### src/logic/trim_map.svh
// Purpose: register offsets, field positions and reset values of the I-channel trim bank
// Assumes: APB byte addresses are four times the register index
// Notes:   definitions only
`ifndef TRIM_MAP_SVH
`define TRIM_MAP_SVH
`define OFS_TRIM_INDEX     4'h2
`define FSR_TRIM_INDEX     4'h3
`define OFS_TRIM_RESET     16'h0000
`define FSR_TRIM_RESET     16'h4000
`define OFS_SIGN_BIT       12
`define OFS_MAG_MSB        11
`define FSR_MAG_MSB        14
`define OFS_WRITE_MASK     16'h1fff
`define FSR_WRITE_MASK     16'h7fff
`define FSR_MIN_CODE       15'h4000
`endif

### src/logic/trim_pkg.sv
// Purpose: types shared by the trim bank modules
// Assumes: none
// Notes:   constants live in trim_map.svh
package trim_pkg;
  typedef logic [15:0] trim_word_t;
  typedef logic [11:0] ofs_mag_t;
  typedef logic [14:0] fsr_mag_t;
endpackage

### src/logic/trim_reg_if.sv
// Purpose: write port bundle between the bus slave and a trim word
// Assumes: single clock
// Notes:   none
`timescale 1ns/1ps
`default_nettype none
interface trim_reg_if;
  import trim_pkg::*;
  logic       we;
  trim_word_t wdata;
  trim_word_t q;
  modport ctl (output we, output wdata, input q);
  modport reg_side (input we, input wdata, output q);
endinterface
`default_nettype wire

### src/logic/trim_word.sv
// Purpose: one 16-bit trim word with write mask and reset value
// Assumes: pclk domain, asynchronous active-low reset
// Notes:   masked bits always read as zero
`timescale 1ns/1ps
`default_nettype none
module trim_word #(
  parameter logic [15:0] RESET_VAL = 16'h0000,
  parameter logic [15:0] WMASK     = 16'hffff
) (
  input  wire logic pclk,
  input  wire logic presetn,
  trim_reg_if.reg_side port
);
  import trim_pkg::*;
  trim_word_t word_r;
  trim_word_t word_nxt;
  initial begin
    if ((RESET_VAL & ~WMASK) != 16'h0000) $error("reset value outside write mask");
  end
  // next value: store masked write data
  always_comb begin
    word_nxt = word_r;
    if (port.we) begin
      word_nxt = port.wdata & WMASK;
    end
  end
  // register the word
  always_ff @(posedge pclk or negedge presetn) begin
    if (!presetn) begin
      word_r <= RESET_VAL;
    end else begin
      word_r <= word_nxt;
    end
  end
  assign port.q = word_r;
endmodule // trim_word
`default_nettype wire

### src/logic/ichan_offset_fsr_regs.sv
// Purpose: APB bank of I-channel offset and full-scale trims, with offset applied to samples
// Assumes: pclk 125 MHz; samples arrive on pclk
// Notes:   zero-wait-state APB slave; unmapped addresses read zero and raise pslverr
//
// Design decision made here: the APB slave port.
`timescale 1ns/1ps
`default_nettype none
`include "trim_map.svh"
// Operation
// - sign zero adds offset magnitude to output
// - sign one subtracts offset magnitude
// - twelve-bit unsigned magnitude, zero means none
// - offset scales linearly with magnitude code
// - fullscale field straight binary, default 16384
module ichan_offset_fsr_regs #(
  parameter int SAMPLE_W = 16
) (
  input  wire logic                pclk,
  input  wire logic                presetn,
  input  wire logic                psel,
  input  wire logic                penable,
  input  wire logic                pwrite,
  input  wire logic [7:0]          paddr,
  input  wire logic [31:0]         pwdata,
  output var  logic [31:0]         prdata,
  output var  logic                pready,
  output var  logic                pslverr,
  input  wire logic signed [SAMPLE_W-1:0] sample_in,
  output var  logic signed [SAMPLE_W-1:0] sample_out,
  output var  trim_pkg::fsr_mag_t  fullscale_magnitude_field,
  output var  logic                fullscale_code_low
);
  import trim_pkg::*;
  trim_reg_if ofs_if ();
  trim_reg_if fsr_if ();
  logic       hit_ofs;
  logic       hit_fsr;
  logic       wr_en;
  logic       offset_sign_bit;
  ofs_mag_t   offset_magnitude_field;
  logic signed [SAMPLE_W+1:0] sum;
  logic signed [SAMPLE_W-1:0] sample_nxt;
  logic signed [SAMPLE_W-1:0] sample_r;
  localparam logic signed [SAMPLE_W+1:0] SMAX = (SAMPLE_W+2)'(2**(SAMPLE_W-1)-1);
  localparam logic signed [SAMPLE_W+1:0] SMIN = -(SAMPLE_W+2)'(2**(SAMPLE_W-1));
  initial begin
    if (SAMPLE_W < 13) $error("sample width must hold the offset magnitude");
  end
  // address decode, word aligned
  assign hit_ofs = (paddr[7:2] == {2'b00, `OFS_TRIM_INDEX}) && (paddr[1:0] == 2'b00);
  assign hit_fsr = (paddr[7:2] == {2'b00, `FSR_TRIM_INDEX}) && (paddr[1:0] == 2'b00);
  assign wr_en   = psel && penable && pwrite;
  assign pready  = 1'b1;
  assign pslverr = psel && penable && !hit_ofs && !hit_fsr;
  // write strobes
  assign ofs_if.we    = wr_en && hit_ofs;
  assign ofs_if.wdata = pwdata[15:0];
  assign fsr_if.we    = wr_en && hit_fsr;
  assign fsr_if.wdata = pwdata[15:0];
  trim_word #(.RESET_VAL(`OFS_TRIM_RESET), .WMASK(`OFS_WRITE_MASK)) u_ofs (
    .pclk    (pclk),
    .presetn (presetn),
    .port    (ofs_if.reg_side)
  );
  trim_word #(.RESET_VAL(`FSR_TRIM_RESET), .WMASK(`FSR_WRITE_MASK)) u_fsr (
    .pclk    (pclk),
    .presetn (presetn),
    .port    (fsr_if.reg_side)
  );
  // read mux, combinational during access
  always_comb begin
    prdata = 32'h0000_0000;
    if (psel && hit_ofs) begin
      prdata = {16'h0000, ofs_if.q};
    end else if (psel && hit_fsr) begin
      prdata = {16'h0000, fsr_if.q};
    end
  end
  // field extraction
  assign offset_sign_bit           = ofs_if.q[`OFS_SIGN_BIT];
  assign offset_magnitude_field    = ofs_if.q[`OFS_MAG_MSB:0];
  assign fullscale_magnitude_field = fsr_if.q[`FSR_MAG_MSB:0];
  assign fullscale_code_low        = fullscale_magnitude_field < `FSR_MIN_CODE;
  // apply linear offset, one sample lsb per code, saturating
  always_comb begin
    if (offset_sign_bit) begin
      sum = (SAMPLE_W+2)'(sample_in) - (SAMPLE_W+2)'({1'b0, offset_magnitude_field});
    end else begin
      sum = (SAMPLE_W+2)'(sample_in) + (SAMPLE_W+2)'({1'b0, offset_magnitude_field});
    end
    if (sum > SMAX) begin
      sample_nxt = SMAX[SAMPLE_W-1:0];
    end else if (sum < SMIN) begin
      sample_nxt = SMIN[SAMPLE_W-1:0];
    end else begin
      sample_nxt = sum[SAMPLE_W-1:0];
    end
  end
  // register corrected sample
  always_ff @(posedge pclk or negedge presetn) begin
    if (!presetn) begin
      sample_r <= '0;
    end else begin
      sample_r <= sample_nxt;
    end
  end
  assign sample_out = sample_r;
endmodule // ichan_offset_fsr_regs
`default_nettype wire

### config.mk
export PLATFORM = sky130hd
export DESIGN_NAME = ichan_offset_fsr_regs
export DESIGN_NICKNAME = d
export VERILOG_FILES = /design/src/logic/trim_pkg.sv /design/src/logic/trim_reg_if.sv /design/src/logic/trim_word.sv /design/src/logic/ichan_offset_fsr_regs.sv
export VERILOG_INCLUDE_DIRS = /design/src /design/src/logic
export SDC_FILE = /design/constraint.sdc
export NUM_CORES = 1
export LEC_CHECK = 0
export BUFFER_PORTS_ARGS = -buffer_cell sky130_fd_sc_hd__buf_2
export CAP_MARGIN = 10
export CORE_UTILIZATION = 53
export CTS_CLUSTER_DIAMETER = 40
export DETAILED_ROUTE_END_ITERATION = 8
export PLACE_DENSITY = 0.95
export SKIP_CTS_REPAIR_TIMING = 1
export SLEW_MARGIN = 10
export SYNTH_ARGS = -nofsm -noshare
export SYNTH_HDL_FRONTEND = slang
export SYNTH_SLANG_ARGS = --single-unit
### constraint.sdc
create_clock -name pclk -period 5.1 [get_ports pclk]
set_input_delay 0.51 -clock pclk [delete_from_list [all_inputs] [get_ports pclk]]
set_output_delay 0.51 -clock pclk [all_outputs]
set_load 0.01 [all_outputs]
---- Yosys cells after proc, flatten, opt, wreduce, memory -nomap -nowiden ----
Cells that the tools add are included.
cells by class
  $add $sub $neg .......................... 2
  multiply operators ...................... 0
  div/mod/pow operators ................... 0
  magnitude comparators ................... 3
  eq/ne operators ......................... 2
  shifts and indexed selects .............. 0
  multiplexer cells ....................... 5
  bitwise gates (word level) .............. 0
  reductions and logical operators ........ 13
operators by type and width
  cell                                                                            number
  16-bit two-way mux                                                              2
  32-bit two-way mux                                                              1
  18-bit by 16-bit > comparator with 1-bit output, second input constant          1
  18-bit by 16-bit less-than comparator with 1-bit output, second input constant  1
  18-bit two-way mux                                                              1
  16-bit by 13-bit adder with 17-bit output                                       1
  16-bit by 13-bit subtractor with 17-bit output                                  1
  15-bit less-than comparator, second input constant                              1
  15-bit two-way mux                                                              1
  6-bit by 2-bit equality test with 1-bit output, second input constant           2
  1-bit logical AND                                                               10
  1-bit zero test                                                                 2
  2-bit zero test                                                                 1
word-level totals
  register bits ........................... 44
  bits in latches ......................... 0
  memory bits (writable) .................. 0
  ROM bits ................................ 0
  output and inout bits ................... 66
  memories kept ........................... 0

---- Depth between registers and ports, before layout ----
Gate-level depths: netlist of run 1.
  word-level depth ........................ 5
  depth in mapped cells ................... 14

---- By module ----
From an unflattened synthesis of run 1, not the netlist that was laid out.
unflattened totals
  cells, all modules ...................... 323
  area total of the unflattened synthesis .. 3318.2 µm²
by module, submodules not included
  module                 instances  cells each  area each (µm²)
  ichan_offset_fsr_regs  1          258         2145.8
  trim_word at u_fsr     1          34          625.6
  trim_word at u_ofs     1          31          546.8

---- Worst setup path after synthesis of run 1 ----
OpenSTA, ideal clock, no wires.
  path kind ............................... register to register
  start point ............................. reg u_ofs.word_r[3], in the netlist u_ofs.port.q[3]
  end point ............................... reg sample_r[10], in the netlist sample_out[10]
  library setup time ...................... 0.126 ns
  data arrival time ....................... 3.403 ns
  path slack .............................. 1.571 ns
  stages on the path, launching flop included .. 14
  path buffers ............................ 2
  cells stage by stage .................... dfrtp_1 > or4_1 > nor4b_1 > a21oi_1 > a21oi_1 > ha_1 > clkbuf_1 > a21o_1 > a21o_1 > a221oi_1 > o21ai_1 > xnor2_2 > buf_6 > maj3_2
on the way
  word-level cells in the longest chain between the ends .. 5
  elaborated cells on any way between the ends .. 7
  those cells by class .................... add/sub (2); order compare (2); mux (3)
ends and longest elaborated chain
  item                                                                                                                RTL line                                                  text
  start, declared                                                                                                     trim_word.sv:15                                           trim_word_t word_r;
  start signal, assigned                                                                                              trim_word.sv:32                                           word_r <= word_nxt;
  16-bit by 13-bit adder with 17-bit output / 16-bit by 13-bit subtractor with 17-bit output (equally long branches)  ichan_offset_fsr_regs.sv:89, ichan_offset_fsr_regs.sv:87
  18-bit two-way mux *                                                                                                ichan_offset_fsr_regs.sv:86                               if (offset_sign_bit) begin
  18-bit by 16-bit less-than comparator with 1-bit output                                                             ichan_offset_fsr_regs.sv:93                               end else if (sum < SMIN) begin
  16-bit two-way mux                                                                                                  ichan_offset_fsr_regs.sv:93
  16-bit two-way mux *                                                                                                ichan_offset_fsr_regs.sv:91                               if (sum > SMAX) begin
  net sample_nxt[10]                                                                                                  ichan_offset_fsr_regs.sv:42                               logic signed [SAMPLE_W-1:0] sample_nxt;
  end signal, assigned                                                                                                ichan_offset_fsr_regs.sv:104                              sample_r <= sample_nxt;
  end, declared                                                                                                       ichan_offset_fsr_regs.sv:43                               logic signed [SAMPLE_W-1:0] sample_r;
Mark *: on every way through the listed nets, which the timed path passes. The rest lies on a longest branch.
A chain may end at the register's enable or synchronous reset.

---- Worst setup path in the final report of run 1 ----
  start point ............................. reg u_ofs.word_r[3], in the netlist u_ofs.port.q[3]
  end point ............................... reg sample_r[6], in the netlist sample_out[6]
The elaborated chain is that of the path after synthesis.

==> results.sh, run 1 <==
export IMPL_outcome="finished, final reports clean"
export IMPL_wirelength_um=6680
export IMPL_start_util_pct=55.4
export IMPL_clock_root_buffer="clkbuf_8"
export IMPL_rsz0062_at_grt="no"
export IMPL_clk_path_buf_depth=2
export IMPL_synthCells=307
export IMPL_max_freq_mhz=243
export IMPL_fin_skew_ns=0.00583
export IMPL_busiest_layer="met2"
export IMPL_swShare_pct=29.3
export IMPL_p_leak_nw=1.88
export IMPL_dpl_cell_area_mm2=0.00350
export IMPL_ir_worst_vdd_v=0.000128
export IMPL_seq_area_frac_synth_pct=35.9
export IMPL_synthMuxAreaShare_pct=9.46
export IMPL_seqPwrFrac_pct=44.2
export IMPL_drt_iter0_markers=152
export IMPL_areaGrowthSynthToFinish_pct=17.9
export IMPL_diodes=0
export IMPL_synth_seq_cells=44
export IMPL_tightest_slew_ns=0.937
export IMPL_clock_sinks=44
export IMPL_r2r_cells=11
export IMPL_synthAdderAreaFrac_pct=12.8
export IMPL_num_vias=2505
export IMPL_r2r_start="u_ofs.port.q[3]"
export IMPL_final_layout_size_suffix_gt1_share_pct=36.2
export IMPL_die_width_um=78.1
export IMPL_powerDensity_mw_per_mm2=240
export IMPL_power_frac_clock_pct=31.7
export IMPL_rows=27
export IMPL_gr_usage_met1_pct=27.3
export IMPL_grt_pass1_vias=2414
export IMPL_synth_xor_area_share_pct=7.70
export IMPL_port_buffers=91
export IMPL_maxCapViolCount=0
export IMPL_grt_start_max_net_pins=45
export IMPL_worstSetupPathType="register to register"
export IMPL_total_power_mw=0.868
export IMPL_synthSimpleGateAreaFrac_pct=10.4
export IMPL_synth_cell_types=53
export IMPL_synth_edf_count=0
export IMPL_p_switching_mw=0.254
export IMPL_fin_util_pct=65.3
export IMPL_met3_usage_pct=5.00
export IMPL_die_y_um=78.1
export IMPL_finalHoldViolCount=0
export IMPL_place_congestion=0.812
export IMPL_required_ns=5.34
export IMPL_core_mm2=0.00554
export IMPL_p_comb_share_pct=24.1
export IMPL_ys_flop_type="dfrtp_1"
export IMPL_drc=0
export IMPL_cts_made_buffers=5
export IMPL_overflow=0
export IMPL_place_ws_ns=1.03
export IMPL_regArea_mm2=0.00110
export IMPL_dr_pass1_iters=6
export IMPL_cp_end_kind="register"
export IMPL_avgSynthCellArea_um2=10.0
export IMPL_period_share_pct=80.8
export IMPL_cts_clk_slew_worst_paths_ns=0.09
export IMPL_nets=473
export IMPL_cts_tree="built"
export IMPL_synthArstFlopShare_pct=100
export IMPL_n_fill_cell=461
export IMPL_dp_hpwl_um=5170
export IMPL_synth_top_family_by_area="compound AO/OA/AOI/OAI gates"
export IMPL_setup_tns_ns=0
export IMPL_intPower_mw=0.614
export IMPL_startpoint_type="register"
export IMPL_finalWorstSetupSlack_ns=0.981
export IMPL_multiInputGateArea_mm2=0.00178
export IMPL_final_area_mm2=0.00362
export IMPL_grt_use_total_pct=22.9
export IMPL_clkLatencyLatePin_ns=0.30
export IMPL_die_area_mm2=0.00610
export IMPL_slew_headroom_pct=37.6
export IMPL_slew_viol_final=0
export IMPL_ant_nets=0
export IMPL_syn_area_mm2=0.00307
export IMPL_via_per_inst=5.36
export IMPL_grt_pass1_wl_um=11000
export IMPL_period_needed_ns=4.12
export IMPL_met2_usage_pct=41.2
export IMPL_critPathArrivalTime_ns=4.35
export IMPL_htreeDepth=2
export IMPL_rrSetupSlack_ns=0.98
export IMPL_crit_path_max_fanout=16
export IMPL_finalSetupViolations=0
export IMPL_antenna_found_initial=0
export IMPL_wl_per_cell_um=14.3
export IMPL_hp_class="input port to async pin"
export IMPL_ys_warnings_count=0
export IMPL_reg2reg_to="sample_out[6]"
export IMPL_synth_compound_area_share_pct=15.3
export IMPL_io_pins=127
-- cells in the mapped netlist, drive strengths merged (3+ instances only) --
cell	count	area share, %
a21o	4	0.98
a22o	13	3.8
a21oi	23	3.8
xor2	10	3.5
inv	17	2.1
o211ai	3	0.73
maj3	15	5.3
nand2b	6	1.2
o21ai	14	2.3
dfrtp	43	35
nand2	21	2.6
buf	22	5.2
ha	17	6.9
nor2	15	1.8
mux2	24	8.8
xnor2	14	4.2
clkbuf	7	0.86
nor3	5	0.82
-- logic make-up after synthesis --
logic type                 after synthesis
AOI/OAI and AO/OA                       70
xor gates and xnor gates                24
adders and majority gates               33
buffers and inverters                   46
DFF                                     44
muxes                                   26
other                                    2
and+or+nand+nor                         62
-- worst max path at each step --
stage	endpoint	slack, ns	startpoint	cells after the start
3_3_place_gp	sample_out[7]	1.02	u_ofs.port.q[3]	11
6_report	sample_out[6]	0.98	u_ofs.port.q[3]	11
2_1_floorplan	sample_out[10]	1.57	u_ofs.port.q[3]	13
5_1_grt	sample_out[9]	0.55	u_ofs.port.q[2]	11
3_5_place_dp	sample_out[6]	1.03	u_ofs.port.q[3]	11
4_1_cts	sample_out[6]	0.99	u_ofs.port.q[3]	11
-- worst max-delay path, stage by stage, from the launching register on --
cell	delay, ns
dfrtp_1	0.46
or4_1	0.61
nor4b_1	0.45
a21oi_1	0.20
xnor2_1	0.17
ha_1	0.37
a21oi_1	0.18
o21ai_0	0.20
a221oi_1	0.32
o21ai_1	0.15
xnor2_2	0.63
maj3_2	0.32
-- sequential cells by signal, summed over array words and instances, names as in the netlist --
name / cells
u_fsr.port.q: 15
sample_out: 16
u_ofs.port.q: 13
-- final cells by class --
class,instances,area share (%)
multi-input cells,233,49.1
flip-flops and latches,44,30.5
repair buffers,93,13.0
well taps,72,2.49
clock buffers,5,1.90
inverters,17,1.76
clock inverters,3,1.28
-- through the flow --
step,instances,hold slack (ns)
floorplan,323,0.214
finish,467,0.351
detailed placement,459,0.524
global route,467,0.416
global placement,459,0.501
CTS,467,0.383
-- cell usage in the layout (no fill, tap or decap), types with 2 or more instances in the layout --
master    synthesis  routed
a21oi_1          23      23
a211o_1           2       2
nor2_1           15      15
clkbuf_8          0       5
mux2_2           24      24
xor2_1            9       9
nor3_1            5       5
a21o_1            4       4
inv_1            17      17
buf_2             1      91
nand2_1          21      21
ha_1             17      17
nand3_1           2       2
maj3_2            9       9
xnor2_1          13      13
mux2i_1           2       2
conb_1            2      18
o21ai_0          13      13
and3_1            2       2
o211ai_1          3       3
a31oi_1           2       2
a22o_1           12      12
nor2b_1           2       2
dfrtp_1          43      43
maj3_1            6       6
nand2b_1          6       6
buf_4            18       2
-- power groups by stage --
stage / sequential (mW) / clock [mW] / combinational, mW
after global routing: 0.387 / 0.300 / 0.233
after detailed placement: 0.391 / 0 / 0.208
after CTS: 0.384 / 0.281 / 0.209
after floorplan: 0.404 / 0 / 0.136
after global placement: 0.390 / 0 / 0.201
final: 0.384 / 0.275 / 0.209
-- per-layer routing --
layer	wire length [um]	part of all wire [%]
met2	3410	51
met1	2820	42
met4	101	1.5
met5	0	0
met3	350	5.2
No activity file was read; power rests on OpenSTA's default activity.
==> inputs of run 2 (changes only) <==
Settings changed: ABC_AREA from default to 1, CORE_UTILIZATION 53 to 50, PLACE_DENSITY 0.95 to 0.91.
Clock period 5.1 ns to 4 ns, I/O delays scaled along.
==> results.sh, run 2 <==
export IMPL_die_area_mm2=0.00685
export IMPL_diodes=0
export IMPL_netlist_area_leader_share_pct=33.0
export IMPL_finalWorstSetupSlack_ns=0.947
export IMPL_cp_startpoint="u_ofs.port.q[0]"
export IMPL_nets=632
export IMPL_start_util_pct=51.6
export IMPL_dr_pass1_iters=4
export IMPL_slew_viol_final=0
export IMPL_die_y_um=82.7
export IMPL_synth_cell_types=34
export IMPL_avgSynthCellArea_um2=6.98
export IMPL_p_switching_mw=0.493
export IMPL_finalHoldViolCount=0
export IMPL_dp_hpwl_um=5920
export IMPL_num_vias=3080
export IMPL_cp_slowest_cell="dfrtp_1"
export IMPL_die_width_um=82.7
export IMPL_required_ns=4.21
export IMPL_max_stage_delay_ns=0.41
export IMPL_intPower_mw=0.912
export IMPL_hp_class="input port to async pin"
export IMPL_synth_seq_cells=44
export IMPL_tightest_slew_ns=0.923
export IMPL_synth_edf_count=0
export IMPL_largest_reg_flops=16
export IMPL_wl_per_cell_um=11.5
export IMPL_maxCapViolCount=0
export IMPL_io_pins=127
export IMPL_powerDensity_mw_per_mm2=369
export IMPL_startpoint_type="register"
export IMPL_r2r_start="u_ofs.port.q[0]"
export IMPL_holdWs_ns=0.237
export IMPL_dpl_cell_area_mm2=0.00368
export IMPL_layout_commonest_cell="nand2_1"
export IMPL_crit_buf_inv=2
export IMPL_ys_flop_type="dfrtp_1"
export IMPL_total_power_mw=1.41
export IMPL_setup_tns_ns=0
export IMPL_cp_top_family="simple AND/OR/NAND/NOR gates"
export IMPL_ys_top_cells_by_count="149 x nand2_1, 70 x inv_1, 43 x dfrtp_1"
export IMPL_syn_area_mm2=0.00326
export IMPL_seq_area_frac_synth_pct=33.8
export IMPL_synthArstFlopShare_pct=100
export IMPL_final_cell_mix="149 x nand2_1, 91 x buf_2, 70 x inv_1, 43 x dfrtp_1, 36 x o21ai_0"
export IMPL_final_area_mm2=0.00380
export IMPL_clk_path_buf_depth=2
export IMPL_cts_clk_slew_worst_paths_ns=0.09
export IMPL_finalSetupViolations=0
export IMPL_slew_headroom_pct=38.5
export IMPL_yosys_top_cells_area="dfrtp_1 33%, nand2_1 17%, inv_1 8.1%"
export IMPL_clock_root_buffer="clkbuf_8"
export IMPL_rsz0062_at_grt="no"
export IMPL_power_frac_clock_pct=25.4
export IMPL_cts_tree="built"
export IMPL_rows=29
export IMPL_synthCells=467
export IMPL_critPathArrivalTime_ns=3.27
export IMPL_grt_pass1_vias=2913
export IMPL_swShare_pct=35.1
export IMPL_via_per_inst=4.88
export IMPL_drt_iter0_markers=121
export IMPL_overflow=0
export IMPL_ys_warnings_count=0
export IMPL_max_freq_mhz=328
export IMPL_areaGrowthSynthToFinish_pct=16.7
export IMPL_path_common_cell="nand2_1"
export IMPL_seqPwrFrac_pct=37.5
export IMPL_worstSetupPathType="register to register"
export IMPL_p_comb_share_pct=37.1
export IMPL_place_congestion=0.843
export IMPL_crit_path_max_fanout=15
export IMPL_drc=0
export IMPL_grt_start_max_net_pins=45
export IMPL_final_layout_size_suffix_gt1_share_pct=23.5
export IMPL_yosysMostFrequentCell="nand2_1"
export IMPL_yosysTopAreaCell="dfrtp_1"
export IMPL_grt_pass1_wl_um=12100
export IMPL_wirelength_um=7280
export IMPL_cp_end_kind="register"
export IMPL_ant_nets=0
export IMPL_clkLatencyLatePin_ns=0.30
export IMPL_place_ws_ns=0.981
export IMPL_critical_path_cell_chain="inv_1, nand3_1, nor3_1, nand3_1, nand2_1, xor2_1, inv_1, ha_1, nand2_1, nor2_1, nand3_1, nand2_2, a21oi_1, nand2_1, nand4_2, nand2_1"
export IMPL_core_mm2=0.00631
export IMPL_fin_skew_ns=0.0129
export IMPL_p_leak_nw=2.22
export IMPL_outcome="finished, final reports clean"
export IMPL_grt_use_total_pct=23.2
export IMPL_clock_sinks=44
export IMPL_ir_worst_vdd_v=0.000317
export IMPL_period_needed_ns=3.05
export IMPL_period_share_pct=76.3
export IMPL_cts_made_buffers=5
export IMPL_port_buffers=91
export IMPL_htreeDepth=2
export IMPL_antenna_found_initial=0
run 2: cell types whose count changed after synthesis, sizes merged, moves of 15 or more:
cell,before,now
nand3,2,17
o21ai,14,40
maj3,15,0
inv,17,74
mux2,24,0
nand2,21,165
run 2: final timing paths:
check,endpoint,slack (ns),depth (start not counted)
worst max-delay path,sample_out[9],0.95,16
worst min-delay path,u_ofs.port.q[1],0.24,1
worst max register to register,sample_out[9],0.95,16
worst min register to register,u_fsr.port.q[14],0.51,2
max in group asynchronous,sample_out[15],3.19,1
min in group pclk,u_fsr.port.q[14],0.34,3
run 2: cells by family (layout without fill, tap and decap cells):
group	after synthesis	count (layout)	synth area share (%)
AND/OR/NAND/NOR	219	219	29.2
AO/OA/AOI/OAI	63	63	10.2
buffers and inverters	102	173	14.3
other	2	18	0.230
XOR/XNOR	19	19	5.11
flip-flops	44	44	33.8
adder cells (fa/ha/maj)	18	18	7.14
run 2: worst register-to-register path, cell delays in order, from the launching register on:
cell	delay, ns
dfrtp_1	0.41
inv_1	0.11
nand3_1	0.11
nor3_1	0.27
nand3_1	0.21
nand2_1	0.12
xor2_1	0.15
inv_1	0.07
ha_1	0.35
nand2_1	0.09
nor2_1	0.13
nand3_1	0.12
nand2_2	0.13
a21oi_1	0.08
nand2_1	0.12
nand4_2	0.31
nand2_1	0.19
run 2: routing by layer:
metal	track usage [%]	vias to the layer above	share of wire (%)
met1	26.9	1401	43
met2	42.1	93	50
met5	0	-	0
met3	4.40	13	4.9
li1	-	1573	-
met4	8.62	0	1.9
run 2: power groups by stage:
stage / registers (mW) / logic [mW] / clock network, mW
5_1_grt: 0.539 / 0.602 / 0.386
3_3_place_gp: 0.533 / 0.508 / 0
6_report: 0.527 / 0.522 / 0.357
3_5_place_dp: 0.537 / 0.522 / 0
4_1_cts: 0.528 / 0.525 / 0.362
2_1_floorplan: 0.576 / 0.351 / 0
run 2: metrics by stage:
stage | instances | utilization (%)
final | 631 | 60.2
after global routing | 631 | 60.2
after CTS | 631 | 60.2
after detailed placement | 623 | 58.3
after global placement | 623 | 58.3
after floorplan | 483 | -
run 2: cell type report:
cell class	count	area (um2)
inverter	74	278
clock inverter	2	38.8
clock buffer	6	82.6
fill	611	2510
sequential	44	1100
multi-input combinational	337	1750
timing repair buffer	91	455
tap	77	96.3
==> inputs of run 3 (changes only) <==
Clock period 4 ns to 3.05 ns, I/O delays scaled along.
==> results.sh, run 3 (synthesized netlist as in run 2, its figures left out) <==
export IMPL_outcome="finished, final reports clean"
export IMPL_placed_cells_incl_taps=623
export IMPL_crit_path_max_fanout=15
export IMPL_cts_tree="built"
export IMPL_instances_no_fill=633
export IMPL_seqPwrFrac_pct=38.5
export IMPL_drt_iter0_markers=130
export IMPL_reg2reg_to="sample_out[1]"
export IMPL_maxCapViolCount=0
export IMPL_final_cell_mix="148 x nand2_1, 91 x buf_2, 70 x inv_1, 43 x dfrtp_1, 34 x o21ai_0"
export IMPL_dp_hpwl_um=5960
export IMPL_slew_headroom_pct=36.6
export IMPL_r2r_start="u_ofs.port.q[0]"
export IMPL_fin_skew_ns=0.00826
export IMPL_final_area_mm2=0.00385
export IMPL_intPower_mw=1.13
export IMPL_clkLatencyLatePin_ns=0.30
export IMPL_io_pins=127
export IMPL_holdWs_ns=0.145
export IMPL_clock_sinks=44
export IMPL_grt_pass1_vias=2673
export IMPL_finalHoldViolCount=0
export IMPL_period_needed_ns=2.88
export IMPL_period_share_pct=94.6
export IMPL_cts_clk_slew_worst_paths_ns=0.09
export IMPL_fin_util_pct=61.0
export IMPL_die_y_um=82.7
export IMPL_ant_nets=0
export IMPL_ir_worst_vdd_v=0.000340
export IMPL_largest_reg_flops=16
export IMPL_swShare_pct=37.2
export IMPL_rows=29
export IMPL_layout_commonest_cell="nand2_1"
export IMPL_grt_pass1_wl_um=11500
export IMPL_wl_per_cell_um=11.8
export IMPL_final_layout_size_suffix_gt1_share_pct=25.2
export IMPL_core_mm2=0.00631
export IMPL_critical_path_cell_chain="inv_1, ha_2, nand3_2, nor2_4, buf_4, a21oi_1, xor2_1, inv_1, ha_1, nand2_1, nand2_1, nand2_1, nand2_1, a21oi_1, nand3b_2, nand2_2, nand2_8, nand2_1, nand2_1"
export IMPL_clock_root_buffer="clkbuf_8"
export IMPL_cp_slowest_cell="dfrtp_1"
export IMPL_die_width_um=82.7
export IMPL_dpl_cell_area_mm2=0.00368
export IMPL_tightest_slew_ns=0.950
export IMPL_grt_start_max_net_pins=45
export IMPL_p_switching_mw=0.668
export IMPL_wirelength_um=7470
export IMPL_dr_pass1_iters=4
export IMPL_drc=0
export IMPL_hp_class="input port to async pin"
export IMPL_p_comb_share_pct=39.8
export IMPL_total_power_mw=1.79
export IMPL_num_vias=3090
export IMPL_htreeDepth=2
export IMPL_startpoint_type="register"
export IMPL_overflow=0
export IMPL_areaGrowthSynthToFinish_pct=18.2
export IMPL_worstSetupPathType="register to register"
export IMPL_cts_made_buffers=5
export IMPL_port_buffers=91
export IMPL_powerDensity_mw_per_mm2=466
export IMPL_r2r_cells=19
export IMPL_via_per_inst=4.88
export IMPL_grt_use_total_pct=22.4
export IMPL_place_congestion=0.854
export IMPL_slew_viol_final=0
export IMPL_path_common_cell="nand2_1"
export IMPL_diodes=0
export IMPL_clk_path_buf_depth=2
export IMPL_start_util_pct=51.6
export IMPL_antenna_found_initial=0
export IMPL_nets=634
export IMPL_max_stage_delay_ns=0.41
export IMPL_required_ns=3.23
export IMPL_max_freq_mhz=347
export IMPL_p_leak_nw=2.23
export IMPL_die_area_mm2=0.00685
export IMPL_critPathArrivalTime_ns=3.07
export IMPL_finalSetupViolations=0
export IMPL_cp_end_kind="register"
export IMPL_rrSetupSlack_ns=0.17
export IMPL_power_frac_clock_pct=21.7
run 3: final cells by class:
class | instances | area [um2]
timing repair buffer | 93 | 470
multi-input combinational | 337 | 1810
inverter | 74 | 278
clock inverter | 2 | 15.0
tap | 77 | 96.3
fill | 614 | 2460
clock buffer | 6 | 82.6
sequential | 44 | 1100
run 3: critical path: cells and delay by family (launching register included):
kind	cells	cell delay, ns
xor gates and xnor gates	1	0.16
adders and majority gates	2	0.55
buffers and inverters	3	0.31
and+or+nand+nor	11	1.07
DFF	1	0.41
AOI/OAI and AO/OA	2	0.28
run 3: stage by stage:
stage	setup WS [ns]	setup TNS, ns
finish	0.165	0
detailed placement	0.00544	0
global route	-0.0296	-0.229
CTS	-0.0177	-0.0201
floorplan	0.455	0
global placement	0.114	0
run 3: worst max-delay path by stage:
stage	cells past startpoint	start	slack [ns]	end
floorplan	18	u_ofs.port.q[0]	0.45	sample_out[6]
global placement	16	u_ofs.port.q[0]	0.11	sample_out[9]
detailed placement	16	u_ofs.port.q[0]	0.005	sample_out[8]
CTS	16	u_ofs.port.q[0]	-0.02	sample_out[8]
global route	21	u_ofs.port.q[0]	-0.03	sample_out[7]
finish	19	u_ofs.port.q[0]	0.17	sample_out[1]
run 3: metal layers:
| layer | up-vias | GRT usage, % | share of wire [%] |
|---|---|---|---|
| li1 | 1579 | - | - |
| met1 | 1405 | 27.0 | 43 |
| met2 | 98 | 39.4 | 51 |
| met3 | 8 | 4.40 | 5.2 |
| met4 | 0 | 8.28 | 1.2 |
| met5 | - | 0 | 0 |
run 3: power groups by stage:
stage / Clock (mW) / Combinational, mW / Sequential (mW)
after CTS: 0.407 / 0.688 / 0.692
final: 0.390 / 0.714 / 0.691
after detailed placement: 0 / 0.687 / 0.704
after floorplan: 0 / 0.461 / 0.756
after global routing: 0.431 / 0.816 / 0.707
after global placement: 0 / 0.666 / 0.699
